## src/hw/spmc_defines.svh

```systemverilog
// offsets, field positions, reset values and timing counts of the port mode block
// assumes a 20 MHz core clock and byte addressing on an 8-bit apb address
`ifndef SPMC_DEFINES_SVH
`define SPMC_DEFINES_SVH

// register byte offsets
`define SPMC_OFF_CTL 8'h00
`define SPMC_OFF_STS 8'h04
`define SPMC_OFF_IRQ_EN 8'h08
`define SPMC_OFF_IRQ_CLR 8'h0C

// control field positions
`define SPMC_CTL_MODE_LSB 0
`define SPMC_CTL_PART_LSB 4
`define SPMC_CTL_DEV_LSB 10
`define SPMC_CTL_ACT_LSB 16
`define SPMC_CTL_SPARE_LSB 19

// status field positions
`define SPMC_STS_STARTED 0
`define SPMC_STS_DONE 1
`define SPMC_STS_LINK_UP 4
`define SPMC_STS_MODE_LSB 6
`define SPMC_STS_PART_LSB 10
`define SPMC_STS_DEV_LSB 16

// reset values
`define SPMC_ACT_RESET_VAL 2'h1
`define SPMC_PART_RESET_VAL 4'h0

// port reset pulse length
`define SPMC_CLK_PERIOD_NS 50
`define SPMC_RST_TIME_NS 1000
`define SPMC_RST_CYC ((`SPMC_RST_TIME_NS + `SPMC_CLK_PERIOD_NS - 1) / `SPMC_CLK_PERIOD_NS)

`endif

```

## src/hw/spmc_pkg.sv

```systemverilog
// types shared by the port mode control block
// assumes nothing beyond a systemverilog compiler
package spmc_pkg;

    // port operating modes, codes above unattached are reserved
    typedef enum logic [2:0] {
        SPMC_MODE_DISABLED = 3'h0,
        SPMC_MODE_DOWNSTREAM = 3'h1,
        SPMC_MODE_UPSTREAM = 3'h2,
        SPMC_MODE_NT_EP = 3'h3,
        SPMC_MODE_UP_NT = 3'h4,
        SPMC_MODE_UNATTACHED = 3'h5
    } spmc_mode_t;

    // mode change action codes
    typedef enum logic [1:0] {
        SPMC_ACT_KEEP = 2'h0,
        SPMC_ACT_RESET = 2'h1
    } spmc_act_t;

    // mode change sequencer states, one-hot
    typedef enum logic [3:0] {
        SPMC_SEQ_IDLE = 4'b0001,
        SPMC_SEQ_START = 4'b0010,
        SPMC_SEQ_RESET = 4'b0100,
        SPMC_SEQ_DONE = 4'b1000
    } spmc_seq_t;

endpackage

```

## src/hw/spmc_chg_if.sv

```systemverilog
// handshake between the register bank and the mode change sequencer
// assumes both ends run on the core clock
interface spmc_chg_if;
    logic start;
    logic use_reset;
    logic busy;
    logic started;
    logic done;
    logic port_reset;

    modport bank (output start, output use_reset,
                  input busy, input started, input done, input port_reset);
    modport seq (input start, input use_reset,
                 output busy, output started, output done, output port_reset);
endinterface

```

## src/hw/spmc_evt.sv

```systemverilog
// sticky event flags with per-bit clear; a set in the clear cycle wins
// assumes set and clear are one-cycle pulses on the core clock
module spmc_evt (
    input wire logic i_clk,
    input wire logic i_reset,
    input wire logic i_ce,
    input wire logic [1:0] i_set,
    input wire logic [1:0] i_clr,
    output logic [1:0] o_flags
);
    // one sticky flop per event
    for (genvar g = 0; g < 2; g++) begin : g_flag
        always_ff @(posedge i_clk) begin
            if (i_reset) begin
                o_flags[g] <= 1'b0;
            end else if (i_ce) begin
                if (i_set[g]) o_flags[g] <= 1'b1;
                else if (i_clr[g]) o_flags[g] <= 1'b0;
            end
        end
    end
endmodule // spmc_evt

```

## src/hw/spmc_port_ctrl.sv

```systemverilog
// per-port mode control and status registers behind an apb slave
// assumes straps may change freely but settle for at least five core clock
// cycles while reset is high, since they pass a three flop synchroniser,
// and link and partition status come from logic on the same clock
//
// Behaviour
// RULE_01 - the mode field in bits 2:0 selects disabled, downstream, upstream, nt endpoint, upstream with nt endpoint or unattached; codes above 5 are reserved.
// RULE_02 - after reset the mode field holds a value derived from the boot switch mode, not a constant.
// RULE_03 - in the four operational modes the partition field in bits 7:4 picks the partition the port joins.
// RULE_04 - while disabled or unattached the partition field has no effect on the port.
// RULE_05 - as a downstream port the field in bits 14:10 gives the port device number.
// RULE_06 - in any other mode the device number field is ignored.
// RULE_07 - after reset the device number field holds this port's own number.
// RULE_08 - with action 1 in bits 17:16 a mode change resets the port like a fundamental reset.
// RULE_09 - with action 0 a mode change keeps the port state; other action codes are reserved.
// RULE_10 - the action field resets to 1.
// RULE_11 - status bit 0 is set when a change begins, resets to zero and is cleared by writing one.
// RULE_12 - status bit 1 is set when a change finishes, resets to zero and is cleared by writing one.
// RULE_13 - the status mode field shows the mode in effect, lagging the control, and disabled when the partition is.
// RULE_14 - a write altering mode, partition or device number starts a change with its action and both flags.
// RULE_15 - reserved read-only bits read zero and ignore writes.
//
// Chosen here: register access over APB and the placing of the registers.
`include "spmc_defines.svh"

module spmc_port_ctrl
    import spmc_pkg::*;
(
    input wire logic i_clk,
    input wire logic i_reset,
    input wire logic i_ce,
    input wire logic i_psel,
    input wire logic i_penable,
    input wire logic i_pwrite,
    input wire logic [7:0] i_paddr,
    input wire logic [31:0] i_pwdata,
    input wire logic [3:0] i_pstrb,
    output logic [31:0] o_prdata,
    output logic o_pready,
    output logic o_pslverr,
    input wire logic [3:0] i_boot_switch_mode,
    input wire logic [3:0] i_port_number,
    input wire logic i_link_up,
    input wire logic i_partition_disabled,
    output logic [2:0] o_port_mode,
    output logic [3:0] o_partition,
    output logic o_partition_valid,
    output logic [4:0] o_device_number,
    output logic o_device_number_valid,
    output logic o_port_reset,
    output logic o_irq
);
    spmc_chg_if chg ();

    // control register fields
    logic [2:0] ctl_mode_ff;
    logic [3:0] ctl_part_ff;
    logic [4:0] ctl_dev_ff;
    logic [1:0] ctl_act_ff;
    logic [2:0] ctl_spare_ff;
    // fields captured at change start, and fields in effect
    logic [2:0] tgt_mode_ff;
    logic [3:0] tgt_part_ff;
    logic [4:0] tgt_dev_ff;
    logic [2:0] eff_mode_ff;
    logic [3:0] eff_part_ff;
    logic [4:0] eff_dev_ff;
    // interrupt enable and sticky event flags
    logic [1:0] irq_en_ff;
    logic [1:0] flags;
    logic [1:0] flag_clr;
    // bus write mask, merged data and register words
    logic [31:0] wmask;
    logic [31:0] wdata;
    logic [31:0] ctl_word;
    logic [31:0] sts_word;
    logic [31:0] nxt_prdata;
    // mode in effect and what it enables
    logic [2:0] cur_mode;
    logic [2:0] boot_mode;
    logic cur_oper;
    logic cur_down;
    // strap synchroniser and the settled strap values
    logic [7:0] strap_s1_ff;
    logic [7:0] strap_s2_ff;
    logic [7:0] strap_s3_ff;
    logic [7:0] strap_ff;
    logic [3:0] switch_mode;
    logic [3:0] port_num;
    // apb strobes
    logic wr_ctl;
    logic wr_sts;
    logic wr_en;
    logic wr_clr;
    logic mapped;
    logic access;
    logic setup;
    logic differs;

    // straps are pins outside the core clock domain; the chain is not reset
    // so it keeps sampling while reset loads the fields from its output
    always_ff @(posedge i_clk) begin
        if (i_ce) begin
            strap_s1_ff <= {i_boot_switch_mode, i_port_number};
            strap_s2_ff <= strap_s1_ff;
            strap_s3_ff <= strap_s2_ff;
        end
    end

    // a strap change counts only once the second and third flops agree,
    // so a value caught mid-transition never reaches the reset fields
    always_ff @(posedge i_clk) begin
        if (i_ce && strap_s2_ff == strap_s3_ff) begin
            strap_ff <= strap_s3_ff;
        end
    end

    assign switch_mode = strap_ff[7:4];
    assign port_num = strap_ff[3:0];

    // boot switch mode to initial port mode; single partition codes make
    // port 0 the upstream port, the multi partition codes leave ports free
    always_comb begin
        case (switch_mode)
            4'h0: boot_mode = (port_num == 4'h0) ? SPMC_MODE_UPSTREAM
                                                 : SPMC_MODE_DOWNSTREAM;
            4'h1: boot_mode = SPMC_MODE_UNATTACHED;
            4'h2: boot_mode = (port_num == 4'h0) ? SPMC_MODE_UP_NT
                                                 : SPMC_MODE_DOWNSTREAM;
            default: boot_mode = SPMC_MODE_DISABLED;
        endcase
    end

    // apb decode; zero wait state, so pready is always high
    assign setup = i_psel && !i_penable;
    assign access = i_psel && i_penable;
    assign mapped = (i_paddr == `SPMC_OFF_CTL) || (i_paddr == `SPMC_OFF_STS) ||
                    (i_paddr == `SPMC_OFF_IRQ_EN) || (i_paddr == `SPMC_OFF_IRQ_CLR);
    assign o_pready = 1'b1;
    assign o_pslverr = access && !mapped;
    assign wr_en = access && i_pwrite && mapped;
    assign wr_ctl = wr_en && (i_paddr == `SPMC_OFF_CTL);
    assign wr_sts = wr_en && (i_paddr == `SPMC_OFF_STS);
    assign wr_clr = wr_en && (i_paddr == `SPMC_OFF_IRQ_CLR);

    // byte lane mask merged with the current control word
    assign wmask = {{8{i_pstrb[3]}}, {8{i_pstrb[2]}}, {8{i_pstrb[1]}}, {8{i_pstrb[0]}}};
    assign wdata = (i_pwdata & wmask) | (ctl_word & ~wmask);

    // control word as read; reserved read-only bits are tied low
    always_comb begin
        ctl_word = 32'h0000_0000; // RULE_15
        ctl_word[`SPMC_CTL_MODE_LSB +: 3] = ctl_mode_ff;
        ctl_word[`SPMC_CTL_PART_LSB +: 4] = ctl_part_ff;
        ctl_word[`SPMC_CTL_DEV_LSB +: 5] = ctl_dev_ff;
        ctl_word[`SPMC_CTL_ACT_LSB +: 2] = ctl_act_ff;
        ctl_word[`SPMC_CTL_SPARE_LSB +: 3] = ctl_spare_ff;
    end

    // mode in effect, forced to disabled while the partition is off
    assign cur_mode = i_partition_disabled ? SPMC_MODE_DISABLED : eff_mode_ff; // RULE_13

    // only the four operational modes join a partition, only downstream
    // ports carry a device number; otherwise those fields are ignored
    assign cur_oper = (cur_mode >= SPMC_MODE_DOWNSTREAM) &&
                      (cur_mode <= SPMC_MODE_UP_NT); // RULE_03 RULE_04
    assign cur_down = (cur_mode == SPMC_MODE_DOWNSTREAM); // RULE_05 RULE_06

    // status word; link mode bit is not modelled and reads zero
    always_comb begin
        sts_word = 32'h0000_0000; // RULE_15
        sts_word[`SPMC_STS_STARTED] = flags[0];
        sts_word[`SPMC_STS_DONE] = flags[1];
        sts_word[`SPMC_STS_LINK_UP] = i_link_up;
        sts_word[`SPMC_STS_MODE_LSB +: 3] = cur_mode; // RULE_13
        sts_word[`SPMC_STS_PART_LSB +: 4] = eff_part_ff;
        sts_word[`SPMC_STS_DEV_LSB +: 5] = eff_dev_ff;
    end

    // read mux, sampled in the setup cycle so data is a flop in access
    always_comb begin
        case (i_paddr)
            `SPMC_OFF_CTL: nxt_prdata = ctl_word;
            `SPMC_OFF_STS: nxt_prdata = sts_word;
            `SPMC_OFF_IRQ_EN: nxt_prdata = {30'h0000_0000, irq_en_ff};
            default: nxt_prdata = 32'h0000_0000; // clear register is write-only
        endcase
    end

    always_ff @(posedge i_clk) begin
        if (i_reset) begin
            o_prdata <= 32'h0000_0000;
        end else if (i_ce && setup && !i_pwrite) begin
            o_prdata <= nxt_prdata;
        end
    end

    // control fields; mode and device number reset values come from the straps, the other fields reset to constants
    always_ff @(posedge i_clk) begin
        if (i_reset) begin
            ctl_mode_ff <= boot_mode; // RULE_02
            ctl_part_ff <= `SPMC_PART_RESET_VAL;
            ctl_dev_ff <= {1'b0, port_num}; // RULE_07
            ctl_act_ff <= `SPMC_ACT_RESET_VAL; // RULE_10
            ctl_spare_ff <= 3'h0;
        end else if (i_ce && wr_ctl) begin
            // reserved mode codes are dropped so the port never runs one
            if (wdata[`SPMC_CTL_MODE_LSB +: 3] <= SPMC_MODE_UNATTACHED) begin
                ctl_mode_ff <= wdata[`SPMC_CTL_MODE_LSB +: 3]; // RULE_01
            end
            ctl_part_ff <= wdata[`SPMC_CTL_PART_LSB +: 4];
            ctl_dev_ff <= wdata[`SPMC_CTL_DEV_LSB +: 5];
            ctl_act_ff <= wdata[`SPMC_CTL_ACT_LSB +: 2];
            ctl_spare_ff <= wdata[`SPMC_CTL_SPARE_LSB +: 3];
        end
    end

    // a change is any difference between control and the applied fields;
    // comparing against the applied copy also catches writes made mid-change
    assign differs = (ctl_mode_ff != eff_mode_ff) || (ctl_part_ff != eff_part_ff) ||
                     (ctl_dev_ff != eff_dev_ff);
    assign chg.start = differs && !chg.busy; // RULE_14
    assign chg.use_reset = (ctl_act_ff == SPMC_ACT_RESET); // RULE_08 RULE_09

    // capture the target at start so the applied set is self-consistent
    always_ff @(posedge i_clk) begin
        if (i_reset) begin
            tgt_mode_ff <= boot_mode;
            tgt_part_ff <= `SPMC_PART_RESET_VAL;
            tgt_dev_ff <= {1'b0, port_num};
        end else if (i_ce && chg.start) begin
            tgt_mode_ff <= ctl_mode_ff;
            tgt_part_ff <= ctl_part_ff;
            tgt_dev_ff <= ctl_dev_ff;
        end
    end

    // applied fields move only at completion, so status lags control
    always_ff @(posedge i_clk) begin
        if (i_reset) begin
            eff_mode_ff <= boot_mode;
            eff_part_ff <= `SPMC_PART_RESET_VAL;
            eff_dev_ff <= {1'b0, port_num};
        end else if (i_ce && chg.done) begin
            eff_mode_ff <= tgt_mode_ff; // RULE_13
            eff_part_ff <= tgt_part_ff;
            eff_dev_ff <= tgt_dev_ff;
        end
    end

    // mode change sequencer, one change at a time
    spmc_seq u_seq (
        .i_clk(i_clk),
        .i_reset(i_reset),
        .i_ce(i_ce),
        .chg(chg.seq)
    );

    // port reset for the whole reset phase of a change with action 1
    assign o_port_reset = chg.port_reset; // RULE_08

    // outputs to the port: partition only counts in operational modes
    always_ff @(posedge i_clk) begin
        if (i_reset) begin
            o_port_mode <= SPMC_MODE_DISABLED;
            o_partition <= 4'h0;
            o_partition_valid <= 1'b0;
            o_device_number <= 5'h00;
            o_device_number_valid <= 1'b0;
        end else if (i_ce) begin
            o_port_mode <= cur_mode;
            o_partition_valid <= cur_oper; // RULE_03 RULE_04
            o_partition <= cur_oper ? eff_part_ff : 4'h0; // RULE_04
            o_device_number_valid <= cur_down; // RULE_05
            o_device_number <= cur_down ? eff_dev_ff : 5'h00; // RULE_06
        end
    end

    // write one to status bits or the clear register drops a flag
    assign flag_clr = (wr_sts ? (wdata[1:0] & wmask[1:0]) : 2'b00) |
                      (wr_clr ? (i_pwdata[1:0] & wmask[1:0]) : 2'b00);

    // sticky started and done flags; a set beats a clear in the same cycle
    spmc_evt u_evt (
        .i_clk(i_clk),
        .i_reset(i_reset),
        .i_ce(i_ce),
        .i_set({chg.done, chg.started}), // RULE_11 RULE_12
        .i_clr(flag_clr),
        .o_flags(flags)
    );

    // interrupt enable register; its bits sit in byte lane 0, so a write
    // without that lane leaves the enables as they were
    always_ff @(posedge i_clk) begin
        if (i_reset) begin
            irq_en_ff <= 2'b00;
        end else if (i_ce && wr_en && i_paddr == `SPMC_OFF_IRQ_EN && i_pstrb[0]) begin
            irq_en_ff <= i_pwdata[1:0];
        end
    end

    // level interrupt straight from the sticky flags
    assign o_irq = |(flags & irq_en_ff);

endmodule // spmc_port_ctrl

```

## src/hw/spmc_seq.sv

```systemverilog
// mode change sequencer: start, optional port reset, completion
// assumes start is only raised while busy is low
`include "spmc_defines.svh"

module spmc_seq
    import spmc_pkg::*;
(
    input wire logic i_clk,
    input wire logic i_reset,
    input wire logic i_ce,
    spmc_chg_if.seq chg
);
    localparam logic [4:0] RST_LAST = 5'(`SPMC_RST_CYC - 1);

    spmc_seq_t state_ff;
    logic [4:0] cnt_ff;
    logic rst_sel_ff;

    // state walk; a reset change holds the port in reset for the full count
    always_ff @(posedge i_clk) begin
        if (i_reset) begin
            state_ff <= SPMC_SEQ_IDLE;
        end else if (i_ce) begin
            case (state_ff)
                SPMC_SEQ_IDLE: if (chg.start) state_ff <= SPMC_SEQ_START;
                SPMC_SEQ_START: state_ff <= rst_sel_ff ? SPMC_SEQ_RESET : SPMC_SEQ_DONE;
                SPMC_SEQ_RESET: if (cnt_ff == RST_LAST) state_ff <= SPMC_SEQ_DONE;
                SPMC_SEQ_DONE: state_ff <= SPMC_SEQ_IDLE;
                default: state_ff <= SPMC_SEQ_IDLE;
            endcase
        end
    end

    // action is latched at start so a later write cannot cut the sequence
    always_ff @(posedge i_clk) begin
        if (i_reset) begin
            rst_sel_ff <= 1'b0;
        end else if (i_ce && state_ff == SPMC_SEQ_IDLE && chg.start) begin
            rst_sel_ff <= chg.use_reset;
        end
    end

    // reset length counter
    always_ff @(posedge i_clk) begin
        if (i_reset) begin
            cnt_ff <= 5'h00;
        end else if (i_ce) begin
            cnt_ff <= (state_ff == SPMC_SEQ_RESET) ? cnt_ff + 5'h01 : 5'h00;
        end
    end

    assign chg.busy = (state_ff != SPMC_SEQ_IDLE);
    assign chg.started = (state_ff == SPMC_SEQ_START);
    assign chg.done = (state_ff == SPMC_SEQ_DONE);
    assign chg.port_reset = (state_ff == SPMC_SEQ_RESET);
endmodule // spmc_seq

```

## config.mk

```make
export PLATFORM = sky130hd
export DESIGN_NAME = spmc_port_ctrl
export DESIGN_NICKNAME = d
export VERILOG_FILES = /design/src/hw/spmc_pkg.sv /design/src/hw/spmc_chg_if.sv /design/src/hw/spmc_evt.sv /design/src/hw/spmc_port_ctrl.sv /design/src/hw/spmc_seq.sv
export VERILOG_INCLUDE_DIRS = /design/src /design/src/hw
export SDC_FILE = /design/constraint.sdc
export NUM_CORES = 1
export LEC_CHECK = 0
export ABC_AREA = 1
export BUFFER_PORTS_ARGS = -buffer_cell sky130_fd_sc_hd__buf_2
export CAP_MARGIN = 30
export CORE_AREA = 2 2 111 113
export CTS_CLUSTER_SIZE = 24
export DETAILED_ROUTE_END_ITERATION = 10
export DIE_AREA = 0 0 113 115
export PLACE_DENSITY = 0.71
export SLEW_MARGIN = 15
export SYNTH_ARGS = -nofsm -noshare
export SYNTH_HDL_FRONTEND = slang
export SYNTH_HIERARCHICAL = 1
export SYNTH_SLANG_ARGS = --single-unit
```

## constraint.sdc

```tcl
create_clock -name i_clk -period 1.5 [get_ports i_clk]
set_input_delay 0.075 -clock i_clk [delete_from_list [all_inputs] [get_ports i_clk]]
set_output_delay 0.075 -clock i_clk [all_outputs]
set_load 0.005 [all_outputs]
```

**After elaboration in Yosys (flattened, before gate mapping)**

Index checks and enable logic that the tools add are counted.
W data, S select, Z words.

- Output and inout bits: 50
- Bits of input ports: 60
- Bits in registers: 133
- Word-level logic and storage cells: 136

- Add/sub/neg operators: 1
- Magnitude comparators: 3
- Reductions and logical operators: 44
- Bitwise operators: 8
- Mux-type cells: 31
- Equal/unequal tests: 19

Operators by type and width:

| operator | count |
|---|---|
| $pmux W22 S3 | 1 |
| $and A22 B22 Y22 | 2 |
| $mux W4 | 10 |
| $mux W3 | 9 |
| $not A22 Y22 | 1 |
| $or A22 B22 Y22 | 1 |
| $logic_and A1 B1 Y1 | 21 |
| $eq A8 B4 Y1 const B | 2 |
| $pmux W4 S3 | 1 |
| $reduce_bool A2 Y1 | 6 |
| $mux W5 | 2 |
| $pmux W3 S3 | 1 |
| $eq A4 B1 Y1 const B | 2 |
| $eq A4 B2 Y1 const B | 2 |
| $eq A8 B3 Y1 const B | 1 |
| $eq A8 B8 Y1 | 1 |
| $logic_not A4 Y1 | 2 |
| $logic_not A8 Y1 | 1 |
| $and A2 B2 Y2 | 3 |
| $le A3 B3 Y1 const B | 2 |
| $mux W2 | 3 |
| $reduce_and A2 Y1 | 3 |
| $add A5 B1 Y5 const B | 1 |
| $eq A5 B5 Y1 const B | 1 |
| 17 further kinds | 27 |

**Depth between registers and ports, before layout**

Gate-level depths: netlist (run 1).

- Depth after elaboration: 10
- Gate-level depth with buffers: 14
- Depth with buffers taken out: 14

**By module**

Netlist (run 1), hierarchy kept.

By module, submodules not included:

| module | area an instance (sq um) | instances | cells each | seq. area each (sq um) |
|---|---|---|---|---|
| spmc_port_ctrl | 4705.8 | 1 | 541 | 2692.6 |
| spmc_seq | 575.6 | 1 | 82 | 200.2 |
| spmc_evt | 72.6 | 1 | 10 | 40.0 |

**Worst setup path before layout (run 1)**

Ideal clock, no wire load.

- Path kind: reg2reg
- From: register strap_s3_ff[6]
- To: register strap_ff[0], enable pin
- Stages on the path, launching flop included: 4
- Clock period less this slack: 1.654 ns
- Arrival: 1.271 ns
- Library setup time: 0.383 ns
- Slack: -0.154 ns
- Required time: 1.117 ns
- Path through: edfxtp_1 xnor2_1 nand4_1 nor3_1

- Cells in the longest elaborated chain, start to end: 2

Ends and longest elaborated chain:

| what | RTL line | text |
|---|---|---|
| from (decl) | spmc_port_ctrl.sv:86 | `logic [7:0] strap_s3_ff;` |
| from (signal assigned) | spmc_port_ctrl.sv:106 | `strap_s3_ff <= strap_s2_ff;` |
| $eq A8 B8 Y1 | spmc_port_ctrl.sv:113 | `if (i_ce && strap_s2_ff == strap_s3_ff) begin` |
| $logic_and A1 B1 Y1 | spmc_port_ctrl.sv:113 |  |
| to (signal assigned) | spmc_port_ctrl.sv:114 | `strap_ff <= strap_s3_ff;` |
| to (decl) | spmc_port_ctrl.sv:87 | `logic [7:0] strap_ff;` |

No other way between the ends.
A chain may end at the register's enable or synchronous reset.

==> results.cfg, run 1 <==
[outcome]
status = finished with violations
failed_checks = DRC, setup timing

[detailed_routing]
drc = 8
drt_iter0_drc = 433
wire_per_inst_um = 14.3
dr.pass1.iters = 8
ant_nets = 0
wirelength_um = 13700
via_per_inst = 5.01
vias = 4801

[synth]
syn-instance-count = 633
syn_area_per_cell_um2 = 8.46
ys_ff_latch = 120
ys_seq_area_share_pct = 54.8
yosysUniqueCellTypes = 40
synth-warning-count = 6
syn-cell-area_mm2 = 0.00535

[setup_path]
critPathKind = reg2reg
slowest_stage = edfxtp_1
r2r_slack_ns = -0.15
crit_top_cell = nand2_1
required_ns = 1.80
crit_fanout = 3
cp_cell_sequence = inv_2 > nand2_1 > nand2_1 > nand2_1 > nor2_2 > nand3_2 > nand2_2 > inv_2 > buf_4 > nand4_1 > buf_4 > a21oi_2
reg2reg_depth = 12
arrival_ns = 1.95
endpoint_kind = register
slowest_delay_ns = 0.42
rr_endpoint = u_seq/state_ff[1]
start_kind = register

[sta]
setup_viol = 17
finalHoldViolCount = 0
max_freq_mhz = 606
rsz0062_at_grt = true
fin_skew_ns = 0.00662
fin_crit_sh_pct = 110
finalWorstSetupSlack_ns = -0.150
slew_viol_final = 0
period_needed_ns = 1.65

[global_routing]
grt_start_max_net_pins = 40
antenna_found_initial = 0
grt_pass1_wl_um = 21600
grt_pass1_vias = 4579
grt_usage_pct = 21.4
grt-ovfl-total = 0

[floorplanning]
die_area_mm2 = 0.0130
io-pin-count = 110
initial_core_util_pct = 45.3
core_area_mm2 = 0.0118
die_w_um = 113
row_count = 40
die_h_um = 115

[place]
place_congestion = 0.844
portBuffers = 79
place_ws_ns = -0.110
dpl.hpwl_um = 9210

[clock_network]
cts_tree = yes
cts_root_buffer = clkbuf_16
cts.sinks = 120
cts_htree_levels = 4
clock_latency_ns = 0.41
cts.path.max_buffers = 2
cts_buffers = 17
clk_pin_slew_ns = 0.06

[worst_hold_path]
hold_depth = 3
hp-start = i_pwdata[11]
min-delay-path-class = in2reg

[finish]
drive_gt1_share_pct = 28.8
antenna_cells = 0
nNetsFinal = 860
final_common_cell = nand2_1
final_core_util_pct = 61.3
syn2layout_area_growth_pct = 35.2
final_cell_mix = nand2_1, buf_2, dfxtp_1, buf_4, inv_1

[pwr]
ir_drop_uv = 1700
power.density_mw_per_mm2 = 1370
p_leak_nw = 3.23

[flow_run]
drv_cap = 0
## synthesized netlist by cell type
master	number	share of area, %
buf_1	1	0.070
nor2_2	4	0.47
nor3_2	1	0.19
nand2_1	175	12
inv_2	7	0.49
nand2_2	2	0.23
o21ai_1	14	1.3
buf_4	15	2.1
conb_1	2	0.14
buf_6	2	0.42
nand4_1	11	1.3
or4_1	1	0.14
a22o_1	1	0.16
inv_1	62	4.3
nand2_4	2	0.42
a211oi_1	1	0.14
nand3_1	25	2.3
clkbuf_1	14	0.98
o21a_1	1	0.14
a21oi_1	41	3.8
buf_2	3	0.28
edfxtp_1	53	30
o21ai_2	1	0.16
dfxtp_1	67	25
nor2_8	1	0.37
a21oi_2	2	0.33
xor2_1	2	0.33
nor3b_2	1	0.23
nor3_1	14	1.3
ha_1	1	0.23
and3_1	1	0.12
nor2_4	3	0.63
nand3_2	5	0.93
o22ai_1	1	0.12
nor2_1	52	3.6
or2_0	1	0.12
a22oi_1	1	0.14
o211ai_1	2	0.28
xnor2_1	11	1.8
o21ai_0	29	2.7
## cell families (layout without fill, tap and decap cells)
group / after synthesis / after routing / share of synthesized area [%]
compound gates: 94 / 94 / 9.33
xor+xnor: 13 / 13 / 2.13
fa+ha+maj: 1 / 1 / 0.234
buf+inv: 104 / 271 / 8.69
flops: 120 / 120 / 54.8
other cells: 2 / 14 / 0.140
simple gates: 299 / 299 / 24.7
## how the worst max path moves through the flow
stage                         startpoint           endpoint  slack [ns]  depth (start not counted)
after floorplan           eff_mode_ff[1]      tgt_dev_ff[0]       0.006                          8
after global placement    ctl_mode_ff[2]     ctl_mode_ff[0]       -0.08                          6
after detailed placement   eff_dev_ff[2]  u_seq/state_ff[0]       -0.11                         12
after CTS                       register  u_seq/state_ff[3]       -0.10                         12
after global routing       eff_dev_ff[1]  u_seq/state_ff[1]       -0.25                         12
final                           register  u_seq/state_ff[1]       -0.15                         12
## metal layers
metal,global-route usage (%),routed length (um),vias to the layer above
li1,-,-,2376
met1,25.2,5570,2194
met2,36.6,6820,200
met3,5.75,885,31
met4,10.2,393,0
met5,0,0,-
## report_power, final
part / internal (W) / switching, W / total, W
Clock: 0.00261 / 0.00151 / 0.00412
Sequential: 0.00372 / 0.000175 / 0.00389
Combinational: 0.000830 / 0.00108 / 0.00191
Total: 0.00716 / 0.00276 / 0.00992
## per-stage QoR
step,total power [W],TNS [ns],hold slack [ns],instances,area [um^2]
2_1_floorplan,0.00487,0,0.137,645,5400
3_3_place_gp,0.00536,-0.372,0.252,887,6160
3_5_place_dp,0.00544,-0.845,0.253,887,6160
4_1_cts,0.00965,-0.315,0.0193,945,7040
5_1_grt,0.0103,-3.69,0.0366,959,7240
6_report,0.00992,-1.89,0.0232,959,7240
## critical path, delay by kind of cell (launching register included)
family,cells,cell delay [ns]
AO/OA/AOI/OAI,1,0.05
buffers and inverters,4,0.39
flip-flops,1,0.42
AND/OR/NAND/NOR,7,0.68
## repair_timing
action	CTS	global route
setup endpoints to repair	14	41
gates resized for setup	6	30
hold buffers	24	0
endpoints found under the hold margin	27	0
setup buffers	2	14
pin swaps	8	24
## area by class of cell
type	instances	area, um^2
fill	969	4570
sequential	120	2930
timing repair buffer	170	1150
tap	147	184
clock inverter	15	176
clock buffer	17	425
multi-input combinational	421	2110
inverter	69	259
(Power assumes the default switching activity.)
==> run 2, diff against run 1 <==
--- a/config.mk
+++ b/config.mk
@@ -6,14 +6,15 @@
 export SDC_FILE = /design/constraint.sdc
 export NUM_CORES = 1
 export LEC_CHECK = 0
-export ABC_AREA = 1
 export BUFFER_PORTS_ARGS = -buffer_cell sky130_fd_sc_hd__buf_2
 export CAP_MARGIN = 30
-export CORE_AREA = 2 2 111 113
+export CELL_PAD_IN_SITES_DETAIL_PLACEMENT = 0
+export CELL_PAD_IN_SITES_GLOBAL_PLACEMENT = 1
+export CORE_AREA = 2 2 120 122
 export CTS_CLUSTER_SIZE = 24
 export DETAILED_ROUTE_END_ITERATION = 10
-export DIE_AREA = 0 0 113 115
-export PLACE_DENSITY = 0.71
+export DIE_AREA = 0 0 122 124
+export PLACE_DENSITY_LB_ADDON = 0.1
 export SLEW_MARGIN = 15
 export SYNTH_ARGS = -nofsm -noshare
 export SYNTH_HDL_FRONTEND = slang
==> run 2 against run 1 <==
  * Synthesized cell count decreased by 25%
  * Clock power increased by 3%
  * Global-route usage decreased by 3.3 points
  * Clock-buffer cell count unchanged
  * Register-to-register slack got worse by 0.17 ns
  * Critical path depth decreased by 7
  * Hold slack improved by 0.0018 ns
  * Critical path type unchanged
  * Wire length decreased by 4.7%
  * Non-clock buffer count decreased by 4
  * Maximum frequency decreased by 9.2%
  * Largest power group unchanged
  * The flow finishes with violations (setup timing)
==> results.cfg, run 2 <==
[clock_network]
cts_htree_levels = 4
cts.sinks = 120
clock_latency_ns = 0.42
cts_buffers = 17
cts.path.max_buffers = 2
cts_tree = yes
clk_pin_slew_ns = 0.06
cts_root_buffer = clkbuf_16

[synth]
synth_mux_area_share_pct = 5.82
synthAdderAreaFrac_pct = 0.243
syn-cell-area_mm2 = 0.00516
synth_edf_count = 53
synthArstFlopShare_pct = 0
synthSimpleGateAreaFrac_pct = 17.3
synth.area.top_cells = edfxtp_1, dfxtp_1, mux2i_1
ys_ff_latch = 120
synth_compound_area_share_pct = 10.3
yosysTopAreaCell = edfxtp_1
syn_area_per_cell_um2 = 10.9
syn-instance-count = 475
synth_top_family_by_area = simple AND/OR/NAND/NOR gates
synth_top_area_share_pct = 30.9
synth-warning-count = 6
synth_ff_type = dfxtp_1
synth_most_common_cell = dfxtp_1
synthTopCellsByCount = dfxtp_1, edfxtp_1, nor2_1, nand2_1, o21ai_0
yosysUniqueCellTypes = 55
ys_seq_area_share_pct = 56.9
synthXorXnorAreaFrac_pct = 4.24

[sta]
max_freq_mhz = 551
fin_skew_ns = 0.00925
rsz0062_at_grt = true
slew_viol_final = 0
fin_crit_sh_pct = 121
setup_viol = 26
tightest_slew_ns = 0.554
slew_headroom_pct = 63.1
period_needed_ns = 1.82
finalHoldViolCount = 0
whs_ns = 0.0250
finalWorstSetupSlack_ns = -0.316

[floorplanning]
die_h_um = 124
initial_core_util_pct = 37.6
io-pin-count = 110
row_count = 43
die_w_um = 122
core_area_mm2 = 0.0137
die_area_mm2 = 0.0151

[pwr]
comb_power_share_pct = 10.6
switching_share_pct = 24.4
p_int_w = 0.00665
ir_drop_uv = 922
p_seq_share_pct = 41.3
power.switching_w = 0.00215
p_leak_nw = 3.08
clockPowerShare_pct = 48.1
power.density_mw_per_mm2 = 1210

[flow_run]
drv_cap = 0

[finish]
post-route-cell-area_mm2 = 0.00728
antenna_cells = 0
drive_gt1_share_pct = 35.7
fill_cells = 1237
multiInputGateArea_mm2 = 0.00225
syn2layout_area_growth_pct = 41.1
nNetsFinal = 698
final_cell_mix = buf_2, dfxtp_1, edfxtp_1, nor2_1, buf_4
regArea_mm2 = 0.00294
final_common_cell = buf_2

[place]
portBuffers = 79
place_area_mm2 = 0.00612
place_congestion = 0.764
dpl.hpwl_um = 9390

[global_routing]
antenna_found_initial = 0
grt_start_max_net_pins = 61
grt_usage_pct = 18.2
grt-ovfl-total = 0
grt_pass1_vias = 3916
grt_pass1_wl_um = 20400

[detailed_routing]
vias = 4048
ant_nets = 0
drc = 0
wirelength_um = 13000
drt_iter0_drc = 216
dr.pass1.iters = 5
via_per_inst = 4.88
wire_per_inst_um = 15.7

[setup_path]
arrival_ns = 1.98
slowest_stage = edfxtp_1
crit_fanout = 7
start_kind = register
critPathKind = reg2reg
slowest_delay_ns = 0.40
crit_family = simple AND/OR/NAND/NOR gates
required_ns = 1.67
cp_cell_sequence = xor2_1 > nor4_2 > a31oi_4 > and2_4 > or2_4
endpoint_kind = register
r2r_slack_ns = -0.32
crit_buf_inv = 0

[worst_hold_path]
min-delay-path-class = in2reg

[outcome]
failed_checks = setup timing
status = finished with violations
## run 2: changes by cell type after synthesis, sizes merged, moves of 12 or more
| cell | previous run | this run |
|---|---|---|
| inv | 69 | 19 |
| xor2 | 2 | 17 |
| mux2i | 0 | 21 |
| nor3 | 15 | 3 |
| nand2 | 179 | 34 |
| a21oi | 43 | 13 |
| nand3 | 30 | 12 |
| o21ai | 44 | 31 |
| a22oi | 1 | 24 |
## run 2: path summary, 6_finish.rpt
path,from,end,cells after the start
worst max-delay path,eff_dev_ff[1],tgt_dev_ff[2],5
worst min-delay path,i_penable,o_prdata[0],4
worst max register to register,eff_dev_ff[1],tgt_dev_ff[2],5
worst min register to register,strap_s1_ff[1],strap_s2_ff[1],0
## run 2: routing by layer
metal,vias up,wire length (um),part of all wire [%],track usage [%]
met5,-,0,0,0
met4,0,153,1.2,5.96
li1,1984,-,-,-
met1,1934,5630,43,22.7
met3,16,703,5.4,4.99
met2,114,6530,50,30.5
## run 2: worst register-to-register path: cells and delay by family (launching register included)
family,cells,cell delay (ns)
AOI/OAI and AO/OA,1,0.17
DFF,1,0.40
xor gates and xnor gates,1,0.18
and+or+nand+nor,3,0.81
## run 2: cells by family (layout without fill, tap and decap cells)
kind of cell / count (synthesis) / after routing
flip-flops: 120 / 120
buffers and inverters: 54 / 217
other: 2 / 14
XOR/XNOR: 25 / 25
AO/OA/AOI/OAI: 82 / 82
AND/OR/NAND/NOR: 162 / 162
multiplexers: 29 / 29
adder cells (fa/ha/maj): 1 / 1
## run 2: stage by stage
step                      setup slack (ns)  util, %  TNS [ns]  power, W  instances
final                               -0.316     53.1     -4.56   0.00880        830
after global routing                -0.396     53.1     -6.79   0.00910        830
after CTS                           -0.333     51.8     -5.05   0.00879        827
after detailed placement            -0.332     44.6    -12.76   0.00447        763
after global placement              -0.290     44.6    -11.38   0.00446        763
after floorplan                     -0.289        -     -2.59   0.00414        487
## run 2: final cells by class
| type | count | area share, % |
|---|---|---|
| inverter | 19 | 0.980 |
| sequential | 120 | 40.3 |
| clock buffer | 17 | 5.84 |
| clock inverter | 15 | 2.61 |
| tap | 180 | 3.09 |
| timing repair buffer | 166 | 16.3 |
| multi-input combinational | 313 | 30.9 |
## run 2: power groups by stage
| stage | clock network (W) | logic, W | registers, W |
|---|---|---|---|
| floorplan | 0 | 0.000427 | 0.00371 |
| global placement | 0 | 0.000761 | 0.00370 |
| detailed placement | 0 | 0.000768 | 0.00370 |
| CTS | 0.00430 | 0.000862 | 0.00364 |
| global route | 0.00444 | 0.00101 | 0.00365 |
| finish | 0.00423 | 0.000934 | 0.00364 |
## run 2: what timing repair did
item,4_1_cts,5_1_grt
pin swaps,15,23
setup buffers,7,7
hold endpoints to repair,26,0
resized for setup,26,34
setup endpoints to repair,30,51
hold buffers,25,0
